$ cat config.mk
export PLATFORM = sky130hd
export DESIGN_NAME = cei_event_irq
export DESIGN_NICKNAME = d
export VERILOG_FILES = /design/src/cei_pkg.sv /design/src/cei_event_irq.sv
export SDC_FILE = /design/constraint.sdc
export NUM_CORES = 1
export LEC_CHECK = 0
export BUFFER_PORTS_ARGS = -buffer_cell sky130_fd_sc_hd__buf_2
export CORE_UTILIZATION = 45
export CTS_BUF_LIST = sky130_fd_sc_hd__clkbuf_16
export DETAILED_ROUTE_END_ITERATION = 10
export PLACE_DENSITY = 0.8
export SYNTH_ARGS = -nofsm -noshare
export SYNTH_HDL_FRONTEND = slang
export SYNTH_SLANG_ARGS = --single-unit
$ cat constraint.sdc
create_clock -name i_clk_sys -period 2.2 [get_ports i_clk_sys]
set_clock_uncertainty 0.05 [all_clocks]
set_input_delay 0.44 -clock i_clk_sys [delete_from_list [all_inputs] [get_ports i_clk_sys]]
set_output_delay 0.44 -clock i_clk_sys [all_outputs]
set_load 0.01 [all_outputs]
$ cat src/cei_pkg.sv
// Constants and types for the clock generator event interrupt block
package cei_pkg;
  // ==========================================================
  // Register indices, byte address is four times the index
  localparam logic [5:0] IDX_LIVE     = 6'h0D;
  localparam logic [5:0] IDX_MASK     = 6'h0E;
  localparam logic [5:0] IDX_POL      = 6'h0F;
  localparam logic [5:0] IDX_FLAG     = 6'h10;
  localparam logic [5:0] IDX_CTRL     = 6'h11;
  localparam logic [5:0] IDX_IRQ_STAT = 6'h18;
  localparam logic [5:0] IDX_IRQ_EN   = 6'h19;
  // ==========================================================
  // Field positions
  localparam int BIT_UNLOCK  = 7;
  localparam int BIT_MISSING = 6;
  localparam int BIT_TUNING  = 5;
  localparam int BIT_SWITCH  = 1;
  localparam int BIT_INT_EN  = 0;
  localparam int BIT_AND_OR  = 1;
  localparam logic [7:0] SRC_VALID = 8'hE2;
  localparam logic [7:0] CTRL_VALID = 8'h03;
  // ==========================================================
  // Reset values
  localparam logic [7:0] RST_BYTE = 8'h00;
  localparam logic [7:0] ALL_ONES = 8'hFF;
  // ==========================================================
  // Types
  typedef struct packed {
    logic pll_unlock;
    logic input_missing;
    logic vco_tuning;
    logic backup_to_main_switch;
  } cei_src_t;
  typedef struct packed {
    logic and_mode;
    logic int_en;
  } cei_ctrl_t;
endpackage

$ cat src/cei_event_irq.sv
// Event interrupt logic with Avalon-MM register slave
//
// The Avalon-MM slave port was decided locally.
`timescale 1ns/1ps
module cei_event_irq #(
  parameter int ADDR_W = 8
) (
  input  wire logic              i_clk_sys,
  input  wire logic              i_resetn,
  input  wire logic              i_pll_unlock,
  input  wire logic              i_input_missing,
  input  wire logic              i_vco_tuning,
  input  wire logic              i_backup_to_main_switch,
  input  wire logic [ADDR_W-1:0] i_address,
  input  wire logic              i_read,
  input  wire logic              i_write,
  input  wire logic [31:0]       i_writedata,
  input  wire logic [3:0]        i_byteenable,
  output logic      [31:0]       o_readdata,
  output logic                   o_waitrequest,
  output logic                   o_status_int,
  output logic                   o_irq
);
  // ==========================================================
  // Declarations
  cei_pkg::cei_src_t  src_meta_reg;
  cei_pkg::cei_src_t  src_sync_reg;
  cei_pkg::cei_ctrl_t ctrl_reg;
  logic [7:0] live_reg;
  logic [7:0] live_prev_reg;
  logic [7:0] mask_reg;
  logic [7:0] pol_reg;
  logic [7:0] flag_reg;
  logic [7:0] flag_next;
  logic [7:0] irq_stat_reg;
  logic [7:0] irq_stat_next;
  logic [7:0] irq_en_reg;
  logic [7:0] live_next;
  logic [7:0] rise;
  logic [7:0] fall;
  logic [7:0] flag_set;
  logic [7:0] active;
  logic       int_next;
  logic       wr_go;
  logic       rd_go;
  logic       byte0;
  logic [5:0] idx;
  logic [7:0] rd_byte;

  function automatic logic [5:0] addr_index(input logic [ADDR_W-1:0] a);
    return a[7:2];
  endfunction

  function automatic logic hit(input logic [ADDR_W-1:0] a, input logic [5:0] i);
    return (a[1:0] == 2'h0) && (addr_index(a) == i);
  endfunction

  // ==========================================================
  // Source synchronisers
  always_ff @(posedge i_clk_sys) begin
    if (!i_resetn) begin
      src_meta_reg <= '0;
      src_sync_reg <= '0;
    end else begin
      src_meta_reg <= {i_pll_unlock, i_input_missing, i_vco_tuning, i_backup_to_main_switch};
      src_sync_reg <= src_meta_reg;
    end
  end

  // ==========================================================
  // Live status
  always_comb begin
    live_next = cei_pkg::RST_BYTE;
    live_next[cei_pkg::BIT_UNLOCK] = src_sync_reg.pll_unlock & ~src_sync_reg.input_missing;
    live_next[cei_pkg::BIT_MISSING] = src_sync_reg.input_missing;
    live_next[cei_pkg::BIT_TUNING] = src_sync_reg.vco_tuning;
    live_next[cei_pkg::BIT_SWITCH] = src_sync_reg.backup_to_main_switch;
  end

  always_ff @(posedge i_clk_sys) begin
    if (!i_resetn) begin
      live_reg      <= cei_pkg::RST_BYTE;
      live_prev_reg <= cei_pkg::RST_BYTE;
    end else begin
      live_reg      <= live_next;
      live_prev_reg <= live_reg;
    end
  end

  // ==========================================================
  // Bus handshake
  assign byte0 = i_byteenable[0];
  assign idx   = addr_index(i_address);
  assign wr_go = i_write && !o_waitrequest && byte0;
  assign rd_go = i_read && o_waitrequest;

  always_ff @(posedge i_clk_sys) begin
    if (!i_resetn) begin
      o_waitrequest <= 1'b1;
    end else if ((i_read || i_write) && o_waitrequest) begin
      o_waitrequest <= 1'b0;
    end else begin
      o_waitrequest <= 1'b1;
    end
  end

  always_comb begin
    rd_byte = cei_pkg::RST_BYTE;
    if (i_address[1:0] == 2'h0) begin
      case (idx)
        cei_pkg::IDX_LIVE:     rd_byte = live_reg;
        cei_pkg::IDX_MASK:     rd_byte = mask_reg;
        cei_pkg::IDX_POL:      rd_byte = pol_reg;
        cei_pkg::IDX_FLAG:     rd_byte = flag_reg;
        cei_pkg::IDX_CTRL:     rd_byte = {6'h00, ctrl_reg};
        cei_pkg::IDX_IRQ_STAT: rd_byte = irq_stat_reg;
        cei_pkg::IDX_IRQ_EN:   rd_byte = irq_en_reg;
        default:               rd_byte = cei_pkg::RST_BYTE;
      endcase
    end
  end

  always_ff @(posedge i_clk_sys) begin
    if (!i_resetn) begin
      o_readdata <= 32'h0000_0000;
    end else if (rd_go) begin
      o_readdata <= {24'h00_0000, rd_byte};
    end
  end

  // ==========================================================
  // Configuration registers
  always_ff @(posedge i_clk_sys) begin
    if (!i_resetn) begin
      mask_reg   <= cei_pkg::RST_BYTE;
      pol_reg    <= cei_pkg::RST_BYTE;
      ctrl_reg   <= '0;
      irq_en_reg <= cei_pkg::RST_BYTE;
    end else if (wr_go) begin
      if (hit(i_address, cei_pkg::IDX_MASK)) begin
        mask_reg <= i_writedata[7:0];
      end
      if (hit(i_address, cei_pkg::IDX_POL)) begin
        pol_reg <= i_writedata[7:0];
      end
      if (hit(i_address, cei_pkg::IDX_CTRL)) begin
        ctrl_reg <= i_writedata[1:0];
      end
      if (hit(i_address, cei_pkg::IDX_IRQ_EN)) begin
        irq_en_reg <= i_writedata[7:0] & cei_pkg::SRC_VALID;
      end
    end
  end

  // ==========================================================
  // Edge detection and latched flags
  assign rise = live_reg & ~live_prev_reg;
  assign fall = ~live_reg & live_prev_reg;
  assign flag_set = ctrl_reg.int_en ? (((pol_reg & rise) | (~pol_reg & fall)) & cei_pkg::SRC_VALID)
                                    : cei_pkg::RST_BYTE;

  always_comb begin
    flag_next = flag_reg;
    if (wr_go && hit(i_address, cei_pkg::IDX_FLAG)) begin
      flag_next = flag_reg & i_writedata[7:0];
    end
    flag_next = flag_next | flag_set;
  end

  always_ff @(posedge i_clk_sys) begin
    if (!i_resetn) begin
      flag_reg <= cei_pkg::RST_BYTE;
    end else begin
      flag_reg <= flag_next;
    end
  end

  // ==========================================================
  // Combined interrupt on the status pin
  assign active = flag_reg & ~mask_reg & cei_pkg::SRC_VALID;

  always_comb begin
    if (!ctrl_reg.int_en) begin
      int_next = 1'b0;
    end else if (ctrl_reg.and_mode) begin
      int_next = (active != 8'h00) && (active == (~mask_reg & cei_pkg::SRC_VALID));
    end else begin
      int_next = (active != 8'h00);
    end
  end

  always_ff @(posedge i_clk_sys) begin
    if (!i_resetn) begin
      o_status_int <= 1'b0;
    end else begin
      o_status_int <= int_next;
    end
  end

  // ==========================================================
  // System interrupt, sticky status with write-one-to-clear
  always_comb begin
    irq_stat_next = irq_stat_reg;
    if (wr_go && hit(i_address, cei_pkg::IDX_IRQ_STAT)) begin
      irq_stat_next = irq_stat_reg & ~i_writedata[7:0];
    end
    irq_stat_next = irq_stat_next | flag_set;
  end

  always_ff @(posedge i_clk_sys) begin
    if (!i_resetn) begin
      irq_stat_reg <= cei_pkg::RST_BYTE;
      o_irq        <= 1'b0;
    end else begin
      irq_stat_reg <= irq_stat_next;
      o_irq        <= |(irq_stat_next & irq_en_reg);
    end
  end

  logic wr_flag;
  assign wr_flag = wr_go && hit(i_address, cei_pkg::IDX_FLAG);
endmodule

==> results of run 1 <==
## synthesized netlist by cell type, drive strengths merged, types with 3 or more instances
library cell and number:
dfxtp 65, buf 32, and2 26, nand2 22
nor2b 19, mux2i 18, a21boi 16, o21ai 13
a22oi 10, nand3 9, clkbuf 8, inv 8
a22o 7, o22ai 5, a21oi 4, and3b 4
nor3b 4, o211a 4, a222oi 3
## worst max-delay path, delay by kind of cell (launching register included)
| family | cells | cell delay (ns) |
|---|---|---|
| compound gates | 3 | 0.78 |
| flops | 1 | 0.33 |
| simple gates | 2 | 0.56 |
## final cells by class
class / instances / area, µm²
fill: 568 / 2723
multi-input combinational: 208 / 1370
sequential: 65 / 1301
timing repair buffer: 44 / 242.7
clock buffer: 9 / 225.2
tap: 75 / 93.84
clock inverter: 6 / 75.07
inverter: 8 / 30.03
## per-stage QoR
stage                     worst slack, ns  utilization (%)
after floorplan                    0.5120                -
after global placement             0.1350            50.12
after detailed placement          0.08160            50.12
after CTS                          0.3523            55.08
after global routing               0.2030            55.08
final                              0.3605            55.08
## per-layer routing
| layer | vias up | routed length [µm] | global-route usage [%] |
|---|---|---|---|
| met5 | - | 0 | 0 |
| met2 | 97 | 2908 | 32.64 |
| met3 | 10 | 479 | 7.253 |
| met4 | 0 | 89 | 10.35 |
| li1 | 1080 | - | - |
| met1 | 1026 | 2714 | 21.74 |
## power by group through the flow
stage               clock [mW]  sequential [mW]  combinational (mW)
CTS                       1.46             1.20               0.110
finish                    1.44             1.20               0.111
detailed placement           0             1.22               0.109
global placement             0             1.22               0.107
global route              1.50             1.20               0.122
floorplan                    0             1.22              0.0937
## cell families (layout without fill, tap and decap cells)
group | count (synthesis) | count (layout) | share of synthesized area [%]
simple gates | 95 | 95 | 19.92
compound gates | 71 | 71 | 18.06
flops | 65 | 65 | 44.94
buf+inv | 48 | 67 | 10.72
mux | 18 | 18 | 6.223
other cells | 1 | 24 | 0.1295
## final timing paths
path,from,end,slack (ns),cells past startpoint
setup / recovery,o_waitrequest,o_irq,0.36,5
hold reg to reg,src_meta_reg[0],live_next[1],0.38,1
hold / removal,i_pll_unlock,src_meta_reg[3],0.27,2
setup reg to reg,o_waitrequest,o_irq,0.36,5
==> impl_results.md, run 1 <==
* I/O Buffers at 35
* Switching power at 0.5448 mW
* Worst Path Max Fanout at 4
* Clock Sinks at 65
* Sw frac at 19.85%
* Arrival @ worst endpoint at 1.99 ns
* Hold Slack at 0.2664 ns
* Die Wd at 82.21 µm
* Asr flop ratio synth at 0%
* Post-placement cell count at 400
* Global-route wire length before repair at 9466 µm
* Antenna Nets Post-Route at 0
* CP max-delay cell: o41a_1
* Total iterations of the first detailed-routing run at 4
* Total power at 2.744 mW
* VDD IR max at 630.3 µV
* Via density at 5.333
* Type of the worst setup path: reg -> reg
* CTS Root Cell: clkbuf_16
* Crit. End Element: flip-flop
* Final Instance Area at 3338 µm²
* Die area at 6758 µm²
* Rows at 28
* Endpoints failing setup at 0
* P per Cell Area at 822.0 nW/µm²
* Synth area leaders: dfxtp_1 45%, buf_4 6.7%, mux2i_1 6.2%
* Initial antenna violation count at 0
* Cell-internal power at 2.199 mW
* Proportion of layout cells with a drive suffix above 1 at 17.06%
* Clk Latency, worst-skew pair at 0.32 ns
* Setup_tns at 0 ns
* Cell taking the most area after synthesis: dfxtp_1
* Number of synthesized flops with an enable pin at 0
* Synthesis-to-layout area growth at 15.30%
* Worst min-delay path category: in -> reg
* Commonest cells after routing, fill and taps aside: 65 x dfxtp_1, 35 x buf_2, 26 x and2_1, 24 x conb_1, 22 x nand2_1
* RSZ-0062 raised after global routing: false
* Sequential fraction of the synthesis area at 44.94%
* Startpoint Class: flip-flop
* CTS Buffer Depth at 2
* IO Count at 87
* DR WL/cell at 14.92 µm
* CTS H-tree depth at 3
* Final non-filler cell total at 415
* Die H at 82.21 µm
* CP required at 2.36 ns
* GRT Residual Overflow at 0
* Tmin final at 1.840 ns
* Vias in the first global route at 2057
* Post-synth top flop: dfxtp_1
* Clock power share at 52.4%
* Post-Syn Instances at 298
* Netlist cell types at 40
* Commonest non-fill, non-tap cell in the layout: dfxtp_1
* Largest net degree at the start of global routing at 25
* Vias at 2213
* Period utilization at 83.61%
* Reg power frac at 43.6%
* Synthesized flop and latch total at 65
* Starting density of the core at 47.77%
* Lkg Pwr at 1.374 nW
* Fin. max-slew vios at 0
* Cell Chain, Critical Path: nor4b_2, nand4_1, o21ai_0, a21boi_0, o41a_1
* Last weighted congestion value of the routability-driven placer at 0.9056
* DP Area at 3038 µm²
* Total CTS buffers at 9
* Max cap viols at 0
* Post-synth top area share at 44.94%
* DR iter-0 viols at 159
* Setup Fix Bufs, Post-CTS at 0
* N_diodes at 0
* Overall routing resource usage at 19.62%
* Logic pwr share at 4.0%
* Worst stage delay on the critical path at 0.35 ns
* Final wirelength at 6192 µm
* Final nets at 388
* CTS tree: built
* Synthesized area per cell at 9.716 µm²
* DRC at 0
* Status: complete, no violations
* Post_cts resized at 0
* FMAX at 0.5436 GHz
* Hold Buf Count CTS at 0
* Dpl hpwl at 4285 µm
* Final hold viol count at 0
* Number of synthesis warnings at 0
* Post-synthesis cell area at 2895 µm²
* Core Footprint at 6061 µm²
* Clock transition at path regs at 0.05 ns
(Power assumes the default switching activity.)
==> inputs of run 2 (changes only) <==
- ABC_AREA: unset -> 1
- PLACE_DENSITY: 0.8 -> 0.79
- clock period: 2.2 -> 1.8 ns (I/O delays scaled with it)
==> run 2 against run 1 <==
Critical endpoint is now irq_stat_reg[2]. Hold slack got worse by 0.11 ns. Sequential power increased by 22%. Largest power group unchanged. Routed wire length increased by 16%. Synthesized area increased by 7.7%. Cell count increased by 33%. Non-clock buffer count increased by 1. Register-to-register slack got worse by 0.15 ns. Synthesized cell count increased by 43%. Maximum frequency increased by 16%. Global-route usage increased by 1.7 points. Clock power increased by 28%.
==> impl_results.md, run 2 <==
* Status: complete, no violations
* Endpoints failing setup at 0
* Dpl ws at 0.07740 ns
* Synth area leaders: dfxtp_1 42%, nand2_1 11%, inv_1 5.9%
* Total CTS buffers at 9
* Core Footprint at 6531 µm²
* Commonest cells in the synthesized netlist: 92 x nand2_1, 65 x dfxtp_1, 49 x inv_1, 49 x nor2_1, 29 x nand3_1
* Setup Fix Bufs, Post-CTS at 0
* Setup_tns at 0 ns
* Post-synthesis cell area at 3119 µm²
* Vias in the first global route at 2678
* DRC at 0
* Cell taking the most area after synthesis: dfxtp_1
* Compound-cell area share of the yosys netlist at 12.31%
* I/O Buffers at 35
* P per Cell Area at 964.1 nW/µm²
* Lkg Pwr at 1.809 nW
* Global-route wire length before repair at 12050 µm
* Commonest cells after routing, fill and taps aside: 92 x nand2_1, 65 x dfxtp_1, 49 x inv_1, 49 x nor2_1, 35 x buf_2
* CTS Buffer Depth at 2
* Total power at 3.500 mW
* Overall routing resource usage at 21.31%
* Simple-gate share of the synthesized area at 31.41%
* Post-synth top area share at 41.72%
* Startpoint Class: flip-flop
* Final wirelength at 7161 µm
* Vias at 2854
* CTS tree: built
* Type of the worst setup path: reg -> reg
* Post-Synth Adder-Cell Area at 0%
* Synthesized area per cell at 7.322 µm²
* Max cap viols at 0
* Sequential fraction of the synthesis area at 41.72%
* Final hold viol count at 0
* Post_cts resized at 0
* DR iter-0 viols at 193
* Initial antenna violation count at 0
* Tmin final at 1.591 ns
* Clock Sinks at 65
* CTS Root Cell: clkbuf_16
* Final nets at 523
* CTS H-tree depth at 3
* DR WL/cell at 12.95 µm
* Number of synthesized flops with an enable pin at 0
* Number of synthesis warnings at 0
* Clock transition at path regs at 0.05 ns
* CP required at 1.98 ns
* Antenna Nets Post-Route at 0
* Commonest non-fill, non-tap cell in the layout: nand2_1
* Asr flop ratio synth at 0%
* Die H at 85.26 µm
* Total iterations of the first detailed-routing run at 5
* FMAX at 0.6285 GHz
* Worst Path Max Fanout at 7
* Die area at 7268 µm²
* GRT Residual Overflow at 0
* Largest net degree at the start of global routing at 30
* Final WS setup at 0.2088 ns
* Die Wd at 85.26 µm
* Synth Area in XOR/XNOR at 0%
* N_diodes at 0
* Final Util at 55.59%
* Hold Slack at 0.1563 ns
* Synthesis-to-layout area growth at 16.41%
* Fin. max-slew vios at 0
* Period utilization at 88.40%
* Crit. End Element: flip-flop
* Largest family of logic cells by synthesized area: simple AND/OR/NAND/NOR gates
* Netlist cell types at 32
* Mux cell area share after synthesis at 0%
* Synthesized flop and latch total at 65
* Hold Buf Count CTS at 0
* Post-synth top flop: dfxtp_1
* Clk Latency, worst-skew pair at 0.33 ns
* Most frequent cell after synthesis: nand2_1
* Rows at 29
* Worst min-delay path category: in -> reg
* IO Count at 87
* Post-Syn Instances at 426
* VDD IR max at 530.7 µV
* Arrival @ worst endpoint at 1.77 ns
* RSZ-0062 raised after global routing: false
* Via density at 5.161
* Starting density of the core at 47.76%
* Dpl hpwl at 5154 µm
* Last weighted congestion value of the routability-driven placer at 0.9122
* Proportion of layout cells with a drive suffix above 1 at 19.54%
run 2: cell types whose count changed after synthesis, moves of 10 or more:
cell	delta
o21ai_0	+14
mux2i_1	-18
a22oi_1	-10
nand2_1	+70
nand3_1	+20
a21oi_1	+21
and2_1	-26
a21boi_0	-11
nor2b_1	-19
nor2_1	+47
inv_1	+41
run 2: kinds of logic (layout without fill, tap and decap cells):
family,after synthesis,count (layout)
AOI/OAI and AO/OA,68,68
DFF,65,65
buffers and inverters,89,116
other,1,24
and+or+nand+nor,203,203
run 2: layer usage:
metal	GRT usage, %	part of all wire, %	up-vias
li1	-	-	1400
met3	7.101	6.7	17
met4	7.879	1.8	0
met1	25.11	43	1330
met2	36.14	48	107
met5	0	0	-
run 2: through the flow:
step / area (µm²) / cells
floorplan: 3206 / 449
global placement: 3311 / 537
detailed placement: 3311 / 537
CTS: 3631 / 553
finish: 3631 / 553
global route: 3631 / 553
run 2: critical path: stages, from the launching register on:
cell and delay [ns]:
dfxtp_1 0.33, inv_1 0.06, nand3_1 0.17, nor2_8 0.26
inv_4 0.10, nor2_1 0.30, nand2_1 0.10, nand3_1 0.08
inv_1 0.04
run 2: final cells by class:
class                   count  area, µm²
flip-flops and latches     65       1301
well taps                  77      96.34
fillers                   618       2900
repair buffers             45      250.2
clock inverters             7      95.09
clock buffers               9      225.2
multi-input cells         295       1454
inverters                  55      209.0
run 2: report_power, final:
part | internal [mW] | leakage, nW | switching [mW]
Sequential | 1.45 | 0.526 | 0.00614
Clock | 1.21 | 0.155 | 0.640
Combinational | 0.0542 | 1.13 | 0.137
Total | 2.72 | 1.81 | 0.783
run 2: path summary, 6_finish.rpt:
path | from | endpoint | cells past startpoint | slack (ns)
worst min-delay path | i_input_missing | src_meta_reg[2] | 3 | 0.16
worst min register to register | src_sync_reg[3] | live_reg[7] | 2 | 0.35
worst max register to register | o_waitrequest | irq_stat_reg[2] | 8 | 0.21
worst max-delay path | o_waitrequest | irq_stat_reg[2] | 8 | 0.21
==> inputs of run 3 (changes only) <==
- BUFFER_PORTS_ARGS: -buffer_cell sky130_fd_sc_hd__buf_2 -> -buffer_cell sky130_fd_sc_hd__clkbuf_2
- CORE_ASPECT_RATIO: unset -> 1.1
- MAX_ROUTING_LAYER: unset -> met4
==> run 3 against run 2 <==
Count of clock-buffer cells in the layout unchanged. Global-route usage is 0.44 points higher. Non-clock buffer count is 2 lower. Cell area fell by 1.3%. Clock power shrank 12%. Routed wire length down 3.2%. Hold slack better by 0.0073 ns. Total power down 6.5%. Flip-flop and latch count did not move. Critical path type unchanged. Largest power group unchanged.
==> impl_results.md, run 3 (synthesis results as in run 2) <==
* Endpoints failing setup at 0
* P per Cell Area at 914.1 nW/µm²
* CTS Buffer Depth at 2
* Clock power share at 49.6%
* Last weighted congestion value of the routability-driven placer at 0.9346
* Clock Sinks at 65
* Cell-internal power at 2.552 mW
* Largest net degree at the start of global routing at 30
* Die Wd at 81.38 µm
* DR WL/cell at 12.47 µm
* Final nets at 521
* Crit path from: o_waitrequest
* RSZ-0062 raised after global routing: false
* Die H at 89.32 µm
* IO Count at 87
* N_diodes at 0
* Core Footprint at 6633 µm²
* Synthesis-to-layout area growth at 14.84%
* Setup_tns at 0 ns
* Proportion of layout cells with a drive suffix above 1 at 18.35%
* Arrival @ worst endpoint at 1.75 ns
* Initial antenna violation count at 0
* Commonest cells after routing, fill and taps aside: 92 x nand2_1, 65 x dfxtp_1, 52 x inv_1, 49 x nor2_1, 35 x clkbuf_2
* Overall routing resource usage at 21.76%
* Antenna Nets Post-Route at 0
* Die area at 7269 µm²
* Total CTS buffers at 9
* GRT Residual Overflow at 0
* Final hold viol count at 0
* Setup Fix Bufs, Post-CTS at 0
* CTS H-tree depth at 3
* Worst r2r src: o_waitrequest
* Hold Slack at 0.1636 ns
* Reg power frac at 44.6%
* Worst stage delay on the critical path at 0.33 ns
* Tmin final at 1.575 ns
* Clk Latency, worst-skew pair at 0.33 ns
* Worst hold start: i_backup_to_main_switch
* Type of the worst setup path: reg -> reg
* Fin. max-slew vios at 0
* Crit. End Element: flip-flop
* Total iterations of the first detailed-routing run at 4
* Rows at 31
* DRC at 0
* Final wirelength at 6932 µm
* Logic pwr share at 5.7%
* Final non-filler cell total at 556
* Commonest non-fill, non-tap cell in the layout: nand2_1
* Post-placement cell count at 540
* Max cap viols at 0
* Total power at 3.275 mW
* CTS Root Cell: clkbuf_16
* Period utilization at 87.51%
* Vias at 2706
* Cell Chain, Critical Path: inv_1, nand3_1, nor2_8, inv_4, nor2_1, nand2_1, nand3_1, inv_1
* Hold Buf Count CTS at 0
* Sw frac at 22.07%
* VDD IR max at 616.2 µV
* Lkg Pwr at 1.790 nW
* Worst min-delay path category: in -> reg
* CP max-delay cell: dfxtp_1
* Top delay family on crit path: simple AND/OR/NAND/NOR gates
* Cells on worst reg2reg path at 8
* I/O Buffers at 35
* CP required at 1.97 ns
* Via density at 4.867
* Starting density of the core at 47.03%
* CTS tree: built
* Dpl hpwl at 5166 µm
* Worst Path Max Fanout at 7
* DR iter-0 viols at 243
* FMAX at 0.6348 GHz
* Critical path depth in cells at 8
* Switching power at 0.7228 mW
* Vias in the first global route at 2389
* Post_cts resized at 0
* Status: complete, no violations
* Worst Hold Depth at 3
* Buf/Inv on CP at 3
* Global-route wire length before repair at 11430 µm
* Clock transition at path regs at 0.05 ns
* Startpoint Class: flip-flop
run 3: area by class of cell:
type	instances	area [µm²]
clock inverter	7	55.05
timing repair buffer	43	235.2
clock buffer	9	225.2
multi-input combinational	295	1454
tap	82	102.6
inverter	55	209.0
fill	619	3050
sequential	65	1301
run 3: metrics by stage:
step	cell area, µm²	setup WS (ns)	utilization [%]
2_1_floorplan	3206	0.3660	-
3_3_place_gp	3302	0.08348	49.78
3_5_place_dp	3302	0.06187	49.78
4_1_cts	3582	0.2210	54.01
5_1_grt	3582	0.07257	54.01
6_report	3582	0.2248	54.01
run 3: power by group through the flow:
stage | Sequential, mW | Clock, mW | Combinational, mW
after floorplan | 1.49 | 0 | 0.150
after CTS | 1.46 | 1.65 | 0.187
after global routing | 1.46 | 1.72 | 0.212
after global placement | 1.49 | 0 | 0.183
final | 1.46 | 1.63 | 0.188
after detailed placement | 1.49 | 0 | 0.185
run 3: path summary, 6_finish.rpt:
kind | to | slack, ns
max | irq_stat_reg[0] | 0.22
min | src_meta_reg[0] | 0.16
max reg2reg | irq_stat_reg[0] | 0.22
min reg2reg | src_sync_reg[3] | 0.36
run 3: routing by layer:
metal | track usage, % | part of all wire (%)
met5 | - | 0
met2 | 35.23 | 50
met4 | 8.117 | 1.3
met3 | 5.000 | 4.8
met1 | 26.14 | 44
run 3: worst register-to-register path, stage by stage (launching register included):
cell and delay (ns):
dfxtp_1 0.33, inv_1 0.06, nand3_1 0.15, nor2_8 0.27, inv_4 0.10, nor2_1 0.30
nand2_1 0.10, nand3_1 0.08, inv_1 0.04
